## config.mk

```make
export PLATFORM = sky130hd
export DESIGN_NAME = wss_strap_sampler
export DESIGN_NICKNAME = d
export VERILOG_FILES = /design/src/hw/wss_pkg.sv /design/src/hw/wss_strap_sampler.sv
export VERILOG_INCLUDE_DIRS = /design/src /design/src/hw
export SDC_FILE = /design/constraint.sdc
export NUM_CORES = 1
export LEC_CHECK = 0
export BUFFER_PORTS_ARGS = -buffer_cell sky130_fd_sc_hd__buf_4
export CAP_MARGIN = 5
export CORE_ASPECT_RATIO = 0.8
export CORE_MARGIN = 3
export CORE_UTILIZATION = 51
export CTS_CLUSTER_SIZE = 8
export DETAILED_ROUTE_END_ITERATION = 8
export GPL_TIMING_DRIVEN = 0
export PLACE_DENSITY = 0.95
export SYNTH_ARGS = -nofsm -noshare
export SYNTH_HDL_FRONTEND = slang
export SYNTH_SLANG_ARGS = --single-unit
export TNS_END_PERCENT = 10
```

## constraint.sdc

```tcl
create_clock -name pclk -period 3.35 [get_ports pclk]
set_clock_uncertainty 0.1 [all_clocks]
set_input_delay 0.5025 -clock pclk [delete_from_list [all_inputs] [get_ports pclk]]
set_output_delay 0.5025 -clock pclk [all_outputs]
set_load 0.1 [all_outputs]
```

## src/hw/wss_consts.svh

```systemverilog
// constants for the wlan strap sampler: offsets, fields, reset values, timing
// Functional notes
// - sample every strap pin once, 1 ms after internal or external reset release
// - after sampling, hand each strap pin back to its normal function
// - internal pull toward default level so an undriven strap decodes as default
// - pins 7:6 select config source: otp, serial rom or defaults
// - undriven config-source strap behaves as value 01
// - pin 8 low holds host interface and processor in reset
// - pins 10:9 select boot: sram held, rom, flash, or invalid
// - pin 13 high selects internal 32 kHz oscillator, else external clock
// - power-up strap 00 gives lowest power mode, slow oscillator only
// - power-up 01 idle clock request, 10 crystal, 11 pll running
// - after sampling, pins 0 to 2 may carry wake and standby sideband
`ifndef WSS_CONSTS_SVH
`define WSS_CONSTS_SVH
`define WSS_REG_STATUS 12'h000
`define WSS_REG_DECODE 12'h004
`define WSS_REG_SB_CTRL 12'h008
`define WSS_SB_EN_BIT 0
`define WSS_SB_WAKE_BIT 1
`define WSS_SB_STBY_BIT 2
`define WSS_SB_DEVWAKE_BIT 8
`define WSS_STATUS_DONE_BIT 16
`define WSS_SB_CTRL_RST 3'h0
// strap pins actually sampled, and the level each one is pulled toward
`define WSS_STRAP_MASK 16'hEFC0
`define WSS_STRAP_DEFAULT 16'h8140
`define WSS_SIDEBAND_MASK 16'h0007
`define WSS_SETTLE_US 1000
`define WSS_CLK_MHZ 25
`endif

```

## src/hw/wss_pkg.sv

```systemverilog
// types of the wlan strap sampler
package wss_pkg;
  typedef enum logic [1:0] {WSS_WAIT_EXT, WSS_SETTLE, WSS_DONE} wss_state_t;
  typedef enum logic [1:0] {WSS_CIS_DEFAULT, WSS_CIS_SERIAL_CONFIG_ROM, WSS_CIS_OTP} wss_cis_t;
  typedef enum logic [1:0] {WSS_BOOT_SRAM, WSS_BOOT_ROM, WSS_BOOT_FLASH, WSS_BOOT_BAD} wss_boot_t;
  typedef enum logic [1:0] {WSS_PWR_LOWEST, WSS_PWR_IDLE_CLK, WSS_PWR_XTAL, WSS_PWR_PLL} wss_pwr_t;
  typedef struct packed {
    logic otp_powered;
    logic id_from_otp;
    wss_cis_t cis_src;
    logic host_if_in_reset;
    logic cpu_in_reset;
    wss_boot_t boot_src;
    logic boot_invalid;
    logic lp_clk_internal;
    wss_pwr_t pwrup_mode;
    logic debug_strap_high;
  } wss_cfg_t;
  typedef struct packed {
    logic [15:0] out;
    logic [15:0] oe;
    logic [15:0] pull_en;
    logic [15:0] pull_up;
  } wss_pins_t;
endpackage : wss_pkg

```

## src/hw/wss_strap_sampler.sv

```systemverilog
// strap capture, decode, pin hand-back and apb status for the wlan section
//
// Design decisions made here: the placing of the registers and register access over APB.
`timescale 1ns/1ns
`include "wss_consts.svh"
module wss_strap_sampler #(
  parameter int SETTLE_CYCLES = `WSS_SETTLE_US * `WSS_CLK_MHZ
) (
  input wire logic pclk,
  input wire logic presetn,
  input wire logic psel,
  input wire logic penable,
  input wire logic pwrite,
  input wire logic [11:0] paddr,
  input wire logic [31:0] pwdata,
  input wire logic [3:0] pstrb,
  output logic [31:0] prdata,
  output logic pready,
  output logic pslverr,
  input wire logic ext_por_n,
  input wire logic [15:0] gp_pin_in,
  output logic [15:0] gp_pin_out,
  output logic [15:0] gp_pin_oe,
  output logic [15:0] gp_pull_en,
  output logic [15:0] gp_pull_up,
  input wire logic [15:0] gpio_core_out,
  input wire logic [15:0] gpio_core_oe,
  output logic [15:0] gpio_core_in,
  output wss_pkg::wss_cfg_t strap_cfg,
  output logic strap_done,
  output logic device_wake_in
);
  localparam int CW = $clog2(SETTLE_CYCLES + 1);

  // turn raw strap levels into settings
  function automatic wss_pkg::wss_cfg_t decode(input logic [15:0] s);
    wss_pkg::wss_cfg_t c;
    c = '0;
    c.otp_powered = ~(s[7] & s[6]);
    c.id_from_otp = ~(s[7] & s[6]);
    case (s[7:6])
      2'h0: c.cis_src = wss_pkg::WSS_CIS_DEFAULT;
      2'h2: c.cis_src = wss_pkg::WSS_CIS_OTP;
      default: c.cis_src = wss_pkg::WSS_CIS_SERIAL_CONFIG_ROM;
    endcase
    c.boot_src = wss_pkg::wss_boot_t'(s[10:9]);
    c.boot_invalid = (s[10:9] == 2'h3);
    c.host_if_in_reset = ~s[8];
    // processor only runs when host side is up and boot picks rom or flash
    c.cpu_in_reset = ~s[8] | (s[10] == s[9]);
    c.lp_clk_internal = s[13];
    c.pwrup_mode = wss_pkg::wss_pwr_t'(s[15:14]);
    c.debug_strap_high = s[11];
    return c;
  endfunction : decode

  // two-flop synchronisers for every pin input
  logic [15:0] pin_meta_ff, pin_sync_ff;
  logic por_meta_ff, por_sync_ff;
  always_ff @(posedge pclk or negedge presetn) begin
    if (!presetn) begin
      pin_meta_ff <= 16'h0000;
      pin_sync_ff <= 16'h0000;
      por_meta_ff <= 1'b0;
      por_sync_ff <= 1'b0;
    end else begin
      pin_meta_ff <= gp_pin_in;
      pin_sync_ff <= pin_meta_ff;
      por_meta_ff <= ext_por_n;
      por_sync_ff <= por_meta_ff;
    end
  end

  // capture sequencer: wait external reset, let pulls settle, then sample once
  wss_pkg::wss_state_t state_ff, nxt_state;
  logic [CW-1:0] cnt_ff, nxt_cnt;
  logic [15:0] raw_ff, nxt_raw;
  wss_pkg::wss_cfg_t cfg_ff, nxt_cfg;
  logic done_ff, nxt_done;
  always_comb begin
    nxt_state = state_ff;
    nxt_cnt = cnt_ff;
    nxt_raw = raw_ff;
    nxt_cfg = cfg_ff;
    case (state_ff)
      wss_pkg::WSS_WAIT_EXT: begin
        nxt_cnt = '0;
        if (por_sync_ff) begin
          nxt_state = wss_pkg::WSS_SETTLE;
        end
      end
      wss_pkg::WSS_SETTLE: begin
        if (!por_sync_ff) begin
          nxt_state = wss_pkg::WSS_WAIT_EXT; // external reset again restarts the wait
        end else if (cnt_ff == CW'(SETTLE_CYCLES - 1)) begin
          nxt_raw = pin_sync_ff & `WSS_STRAP_MASK;
          nxt_cfg = decode(pin_sync_ff);
          nxt_state = wss_pkg::WSS_DONE;
        end else begin
          nxt_cnt = cnt_ff + CW'(1);
        end
      end
      wss_pkg::WSS_DONE: begin
        nxt_state = wss_pkg::WSS_DONE;
      end
      default: nxt_state = wss_pkg::WSS_WAIT_EXT;
    endcase
    // done kept in its own flop so strap_done leaves a register, not a compare
    nxt_done = (nxt_state == wss_pkg::WSS_DONE);
  end
  always_ff @(posedge pclk or negedge presetn) begin
    if (!presetn) begin
      state_ff <= wss_pkg::WSS_WAIT_EXT;
      cnt_ff <= '0;
      raw_ff <= 16'h0000;
      cfg_ff <= '0;
      done_ff <= 1'b0;
    end else begin
      state_ff <= nxt_state;
      cnt_ff <= nxt_cnt;
      raw_ff <= nxt_raw;
      cfg_ff <= nxt_cfg;
      done_ff <= nxt_done;
    end
  end
  wire done_w = done_ff;

  // apb slave: one wait state, so read data and pready both come from flops
  logic [2:0] sb_ctrl_ff, nxt_sb_ctrl;
  logic pready_ff, nxt_pready;
  logic pslverr_ff, nxt_pslverr;
  logic [31:0] prdata_ff, nxt_prdata;
  logic hit;
  always_comb begin
    nxt_sb_ctrl = sb_ctrl_ff;
    nxt_pready = 1'b0;
    nxt_pslverr = 1'b0;
    nxt_prdata = 32'h0000_0000;
    hit = 1'b0;
    if (psel && penable && !pready_ff) begin
      nxt_pready = 1'b1;
      case (paddr)
        `WSS_REG_STATUS: begin
          hit = 1'b1;
          nxt_prdata = {15'h0000, done_w, raw_ff};
        end
        `WSS_REG_DECODE: begin
          hit = 1'b1;
          nxt_prdata = {19'h00000, cfg_ff};
        end
        `WSS_REG_SB_CTRL: begin
          hit = 1'b1;
          nxt_prdata = {23'h000000, pin_sync_ff[0], 5'h00, sb_ctrl_ff};
          if (pwrite && pstrb[0]) begin
            nxt_sb_ctrl = pwdata[2:0];
          end
        end
        default: hit = 1'b0;
      endcase
      nxt_pslverr = !hit; // unmapped address: error, reads zero
      if (pwrite || !hit) begin
        nxt_prdata = 32'h0000_0000;
      end
    end
  end
  always_ff @(posedge pclk or negedge presetn) begin
    if (!presetn) begin
      sb_ctrl_ff <= `WSS_SB_CTRL_RST;
      pready_ff <= 1'b0;
      pslverr_ff <= 1'b0;
      prdata_ff <= 32'h0000_0000;
    end else begin
      sb_ctrl_ff <= nxt_sb_ctrl;
      pready_ff <= nxt_pready;
      pslverr_ff <= nxt_pslverr;
      prdata_ff <= nxt_prdata;
    end
  end

  // pad control: pulls and no drive while sampling, normal function afterwards
  wss_pkg::wss_pins_t pins_ff, nxt_pins;
  logic [15:0] gpio_in_ff;
  logic dev_wake_ff;
  always_comb begin
    nxt_pins.out = 16'h0000;
    nxt_pins.oe = 16'h0000;
    nxt_pins.pull_en = `WSS_STRAP_MASK;
    nxt_pins.pull_up = `WSS_STRAP_DEFAULT;
    if (done_w) begin
      nxt_pins.out = gpio_core_out;
      nxt_pins.oe = gpio_core_oe;
      nxt_pins.pull_en = 16'h0000;
      nxt_pins.pull_up = 16'h0000;
      if (sb_ctrl_ff[`WSS_SB_EN_BIT]) begin
        // pin 0 listens for device wake, pins 1 and 2 drive host wake and standby
        nxt_pins.oe = (gpio_core_oe & ~`WSS_SIDEBAND_MASK) | 16'h0006;
        nxt_pins.out[2:0] = {sb_ctrl_ff[`WSS_SB_STBY_BIT],
                             sb_ctrl_ff[`WSS_SB_WAKE_BIT], 1'b0};
      end
    end
  end
  always_ff @(posedge pclk or negedge presetn) begin
    if (!presetn) begin
      pins_ff <= {16'h0000, 16'h0000, `WSS_STRAP_MASK, `WSS_STRAP_DEFAULT};
      gpio_in_ff <= 16'h0000;
      dev_wake_ff <= 1'b0;
    end else begin
      pins_ff <= nxt_pins;
      gpio_in_ff <= done_w ? pin_sync_ff : 16'h0000;
      dev_wake_ff <= done_w & sb_ctrl_ff[`WSS_SB_EN_BIT] & pin_sync_ff[0];
    end
  end

  assign prdata = prdata_ff;
  assign pready = pready_ff;
  assign pslverr = pslverr_ff;
  assign gp_pin_out = pins_ff.out;
  assign gp_pin_oe = pins_ff.oe;
  assign gp_pull_en = pins_ff.pull_en;
  assign gp_pull_up = pins_ff.pull_up;
  assign gpio_core_in = gpio_in_ff;
  assign strap_cfg = cfg_ff;
  assign strap_done = done_w;
  assign device_wake_in = dev_wake_ff;

  // checks
  property p_sample_time;
    @(posedge pclk) disable iff (!presetn)
    $rose(done_w) |-> $past(cnt_ff) == CW'(SETTLE_CYCLES - 1);
  endproperty
  a_sample_time: assert property (p_sample_time) else $error("sampled early");
  property p_no_drive_before;
    @(posedge pclk) disable iff (!presetn)
    !$past(done_w) |-> (gp_pin_oe == 16'h0000);
  endproperty
  a_no_drive_before: assert property (p_no_drive_before) else $error("pin driven");
  property p_handback;
    @(posedge pclk) disable iff (!presetn)
    ($past(done_w) && !$past(sb_ctrl_ff[0])) |-> gp_pin_oe == $past(gpio_core_oe);
  endproperty
  a_handback: assert property (p_handback) else $error("pin not handed back");
  property p_pulls;
    @(posedge pclk) disable iff (!presetn)
    !$past(done_w) |-> gp_pull_en == `WSS_STRAP_MASK && gp_pull_up == `WSS_STRAP_DEFAULT;
  endproperty
  a_pulls: assert property (p_pulls) else $error("strap pull wrong");
  property p_cfg_src;
    @(posedge pclk) disable iff (!presetn)
    $rose(done_w) |-> strap_cfg.otp_powered == !(raw_ff[7] && raw_ff[6]) &&
      (raw_ff[7:6] != 2'h1 || strap_cfg.cis_src == wss_pkg::WSS_CIS_SERIAL_CONFIG_ROM);
  endproperty
  a_cfg_src: assert property (p_cfg_src) else $error("config source decode");
  property p_host_if;
    @(posedge pclk) disable iff (!presetn)
    done_w && !raw_ff[8] |-> strap_cfg.host_if_in_reset && strap_cfg.cpu_in_reset;
  endproperty
  a_host_if: assert property (p_host_if) else $error("host reset decode");
  property p_boot;
    @(posedge pclk) disable iff (!presetn)
    done_w |-> strap_cfg.boot_invalid == (raw_ff[10:9] == 2'h3) &&
      strap_cfg.boot_src == wss_pkg::wss_boot_t'(raw_ff[10:9]);
  endproperty
  a_boot: assert property (p_boot) else $error("boot decode");
  property p_clk_pwr;
    @(posedge pclk) disable iff (!presetn)
    done_w |-> strap_cfg.lp_clk_internal == raw_ff[13] &&
      strap_cfg.pwrup_mode == wss_pkg::wss_pwr_t'(raw_ff[15:14]);
  endproperty
  a_clk_pwr: assert property (p_clk_pwr) else $error("clock or power decode");
  property p_sideband;
    @(posedge pclk) disable iff (!presetn)
    $past(done_w) && $past(sb_ctrl_ff[0]) |->
      gp_pin_oe[2:0] == 3'h6 && gp_pin_out[1] == $past(sb_ctrl_ff[1]);
  endproperty
  a_sideband: assert property (p_sideband) else $error("sideband pins");
  property p_hold;
    @(posedge pclk) disable iff (!presetn)
    $past(done_w) |-> $stable(strap_cfg) && $stable(raw_ff) && done_w;
  endproperty
  a_hold: assert property (p_hold) else $error("straps changed");
  // the gpio core sees nothing of the pins until the straps are taken
  property p_core_in_quiet;
    @(posedge pclk) disable iff (!presetn)
    !$past(done_w) |-> gpio_core_in == 16'h0000;
  endproperty
  a_core_in_quiet: assert property (p_core_in_quiet) else $error("core input early");
  property p_pulls_off;
    @(posedge pclk) disable iff (!presetn)
    $past(done_w) |-> gp_pull_en == 16'h0000 && gp_pull_up == 16'h0000;
  endproperty
  a_pulls_off: assert property (p_pulls_off) else $error("pulls left on");
  // processor runs only with host side up and a rom or flash boot
  property p_cpu_run;
    @(posedge pclk) disable iff (!presetn)
    done_w && raw_ff[8] |-> strap_cfg.cpu_in_reset == (raw_ff[10] == raw_ff[9]);
  endproperty
  a_cpu_run: assert property (p_cpu_run) else $error("processor reset decode");
  // no capture while the external reset pin still holds the block
  property p_wait_ext;
    @(posedge pclk) disable iff (!presetn)
    !por_sync_ff && !done_w |=> !done_w;
  endproperty
  a_wait_ext: assert property (p_wait_ext) else $error("sampled during reset");
  property p_dev_wake;
    @(posedge pclk) disable iff (!presetn)
    $past(done_w) && $past(sb_ctrl_ff[0]) |-> device_wake_in == $past(pin_sync_ff[0]);
  endproperty
  a_dev_wake: assert property (p_dev_wake) else $error("device wake path");
  // ready is a single-cycle answer and an error only rides on it
  property p_ready_pulse;
    @(posedge pclk) disable iff (!presetn)
    pready |=> !pready;
  endproperty
  a_ready_pulse: assert property (p_ready_pulse) else $error("ready held too long");
  property p_err_with_ready;
    @(posedge pclk) disable iff (!presetn)
    pslverr |-> pready;
  endproperty
  a_err_with_ready: assert property (p_err_with_ready) else $error("error without ready");
endmodule : wss_strap_sampler

```

==> metrics.txt <==
Antenna Nets Post-Route 0; crit path from cnt_ff[10]; CTS Sinks ~140; area delta synth->final 40.2%; Detailed Place HPWL slightly below 9 mm; area leader, netlist dfrtp_1; Post-synth EDFFs 0; hold crit path type in -> reg; Syn Std Cell Area between 5000 and 6000 um^2; Worst Setup End Kind register; Placer Congestion ~0.86; clock latency on the worst-skew pair between 0.4 and 0.5 ns; Synth Area per Inst about 13 um^2; total gr overflow 0; Setup CP Type reg -> reg; max_cap viols 0; Pwr Density 524 nW/um^2; DR DRC count 0; Hold Violations, Final 0; Final #Nets ~740; number of antenna diodes 0; Core Footprint 10,300 um^2; dominant cell by count in the synthesized netlist dfrtp_1; final std cells w/o fill ~790; Setup TNS 0 ns; Slew Limit Fails 0; Seq/Total Area, Yosys between 60% and 70%; row cnt 33; die span in x 121 um; leak pwr approximately 0.0040 uW; worst r2r path cells 6; Fmax approximately 0.40 GHz; # H-tree levels 4; RSZ-0062 raised after global routing false; WL final around 13 mm; Reg-to-Reg Start cnt_ff[10]; Longest Clk Path Bufs 2; Least-Margin Pin Slew approximately 0.83 ns; Worst EP arrival 2.71 ns; setup bufs post-CTS 0; FFs w/ async S/R, synth between 90% and 100%; status completed; Initial Util approximately 53%; share of the synthesized area in the top cell type 63.7%; Register-to-Register Setup Slack a little over 0.8 ns; area of the multi-input gates ~1600 um^2; Die Ht between 90 and 100 um; Critical R2R Capture raw_ff[11]; Reg clk slew, reported paths 0.06 ns; total track usage a little under a quarter; Final Setup Violations 0; first-pass GRT wire length around 21 mm; Synth Flop Type dfrtp_1; Final Util approximately three quarters; routed wire length per instance around 17 um; fillers around 640; VDD IR-drop max roughly 650 uV; vias in the first global route a little over 4,000; DR vias between 3,000 and 4,000; Max FO, Critical Path 10; CTS tree built; minimum clock period around 2.5 ns; # IOs 231; root buf cell clkbuf_16; CTS Buf Count 17; DIE AREA 11,900 um^2; share of cells above drive strength 1 43.0%; required time of the critical path approximately 3.5 ns; Slew headroom around 44%; unique cell type count in the Yosys netlist 51; Synth top cells by count 138 x dfrtp_1, 53 x buf_4, 44 x and2_1, 23 x nor2_1, 14 x nand2_1; placed cells 757; final cycle utilization of the critical path between 70% and 80%; cell count of the worst hold path 1; Synth Register Bits between 100 and 150; initial antenna violation count 0; Worst Setup EP raw_ff[11]; Synthesis Warnings 0; Storage cell area 3480 um^2; Syn Inst Count between 400 and 500; largest net degree at the start of global routing 110; largest cells by area after synthesis dfrtp_1 64%, buf_4 7.3%, and2_1 5.1%; post-layout power approximately 4000 uW; PortBufs roughly 160; worst hold slack 0.0937 ns; Startpoint Class register; vias per cell 4.99; First DRT Iteration DRCs approximately 340; DRT Pass-1 Iters 7
how the worst min path moves through the flow:
| stage | endpoint | slack [ns] | start |
|---|---|---|---|
| after floorplan | cnt_ff[0] | 0.11 | presetn |
| after global routing | pin_meta_ff[12] | 0.07 | gp_pin_in[12] |
| after global placement | pin_sync_ff[14] | 0.23 | pin_meta_ff[14] |
| after CTS | pin_meta_ff[13] | 0.07 | gp_pin_in[13] |
| after detailed placement | pin_sync_ff[4] | 0.23 | pin_meta_ff[4] |
| final | pin_meta_ff[12] | 0.09 | gp_pin_in[12] |
final cells by class:
class,instances,area share (%)
flip-flops and latches,139,45.8
well taps,140,2.31
clock inverters,10,1.84
multi-input cells,239,20.5
inverters,7,0.346
plain buffers,68,6.41
clock buffers,21,6.19
repair buffers,165,16.6
critical path: stages (launching register included):
cell	delay (ns)
dfrtp_1	0.43
or4_4	0.58
nor4_4	0.42
and3_1	0.24
buf_6	0.16
buf_12	0.15
mux2_4	0.30
layer usage:
metal  global-route usage [%]  up-vias  share of wire (%)  wire length (um)
met3                     8.69       48                9.3              1260
met1                     25.9     1889                 36              4870
met5                        0        -                  0                 0
met4                     10.3        0                3.4               454
li1                         -     1768                  -                 -
met2                     37.9      231                 51              6900
registers in the layout, summed over array words and instances (netlist names):
signal and flops:
cnt_ff 15, device_wake_in 1, gp_pin_oe 16, gp_pin_out 16
gp_pull_en 1, gpio_core_in 16, pin_meta_ff 16, pin_sync_ff 16
por_meta_ff 1, por_sync_ff 1, prdata 17, pready 1
pslverr 1, raw_ff 6, sb_ctrl_ff 3, state_ff 2
strap_cfg 9, strap_done 1
cell families (layout without fill, tap and decap cells):
group,Yosys count,in the layout,synth area share [%]
other cells,1,35,0.0692
buf+inv,75,271,9.46
compound gates,35,35,4.39
simple gates,139,139,15.4
mux,28,28,6.05
fa+ha+maj,2,2,0.462
flops,139,139,64.2
per-stage QoR:
stage	setup slack, ns	cell area [um^2]
final	0.827	7600
after global routing	0.758	7600
after CTS	0.841	7600
after detailed placement	0.886	6980
after global placement	0.913	6950
after floorplan	1.05	5550
placed cells by master (no fill, tap or decap), types with 6 or more instances in the layout:
master     instances
buf_4            215
dfrtp_1          138
and2_1            44
conb_1            35
nor2_1            23
clkbuf_16         17
nand2_1           14
clkbuf_1          11
mux2i_1           11
mux2_2            10
nand4_1            7
o21ai_0            7
mux2_4             7
inv_1              6
and3_1             6
a21oi_1            6
nand2b_1           6
timing repair:
action | CTS | global route
hold buffers | 1 | 0
resized for setup | 0 | 0
endpoints found under the hold margin | 30 | 0
power breakdown:
group,internal (uW),switching (uW)
sequential,1700,14.5
combinational,97.9,258
clock,1230,684
Power figures use the tool's default switching activity.
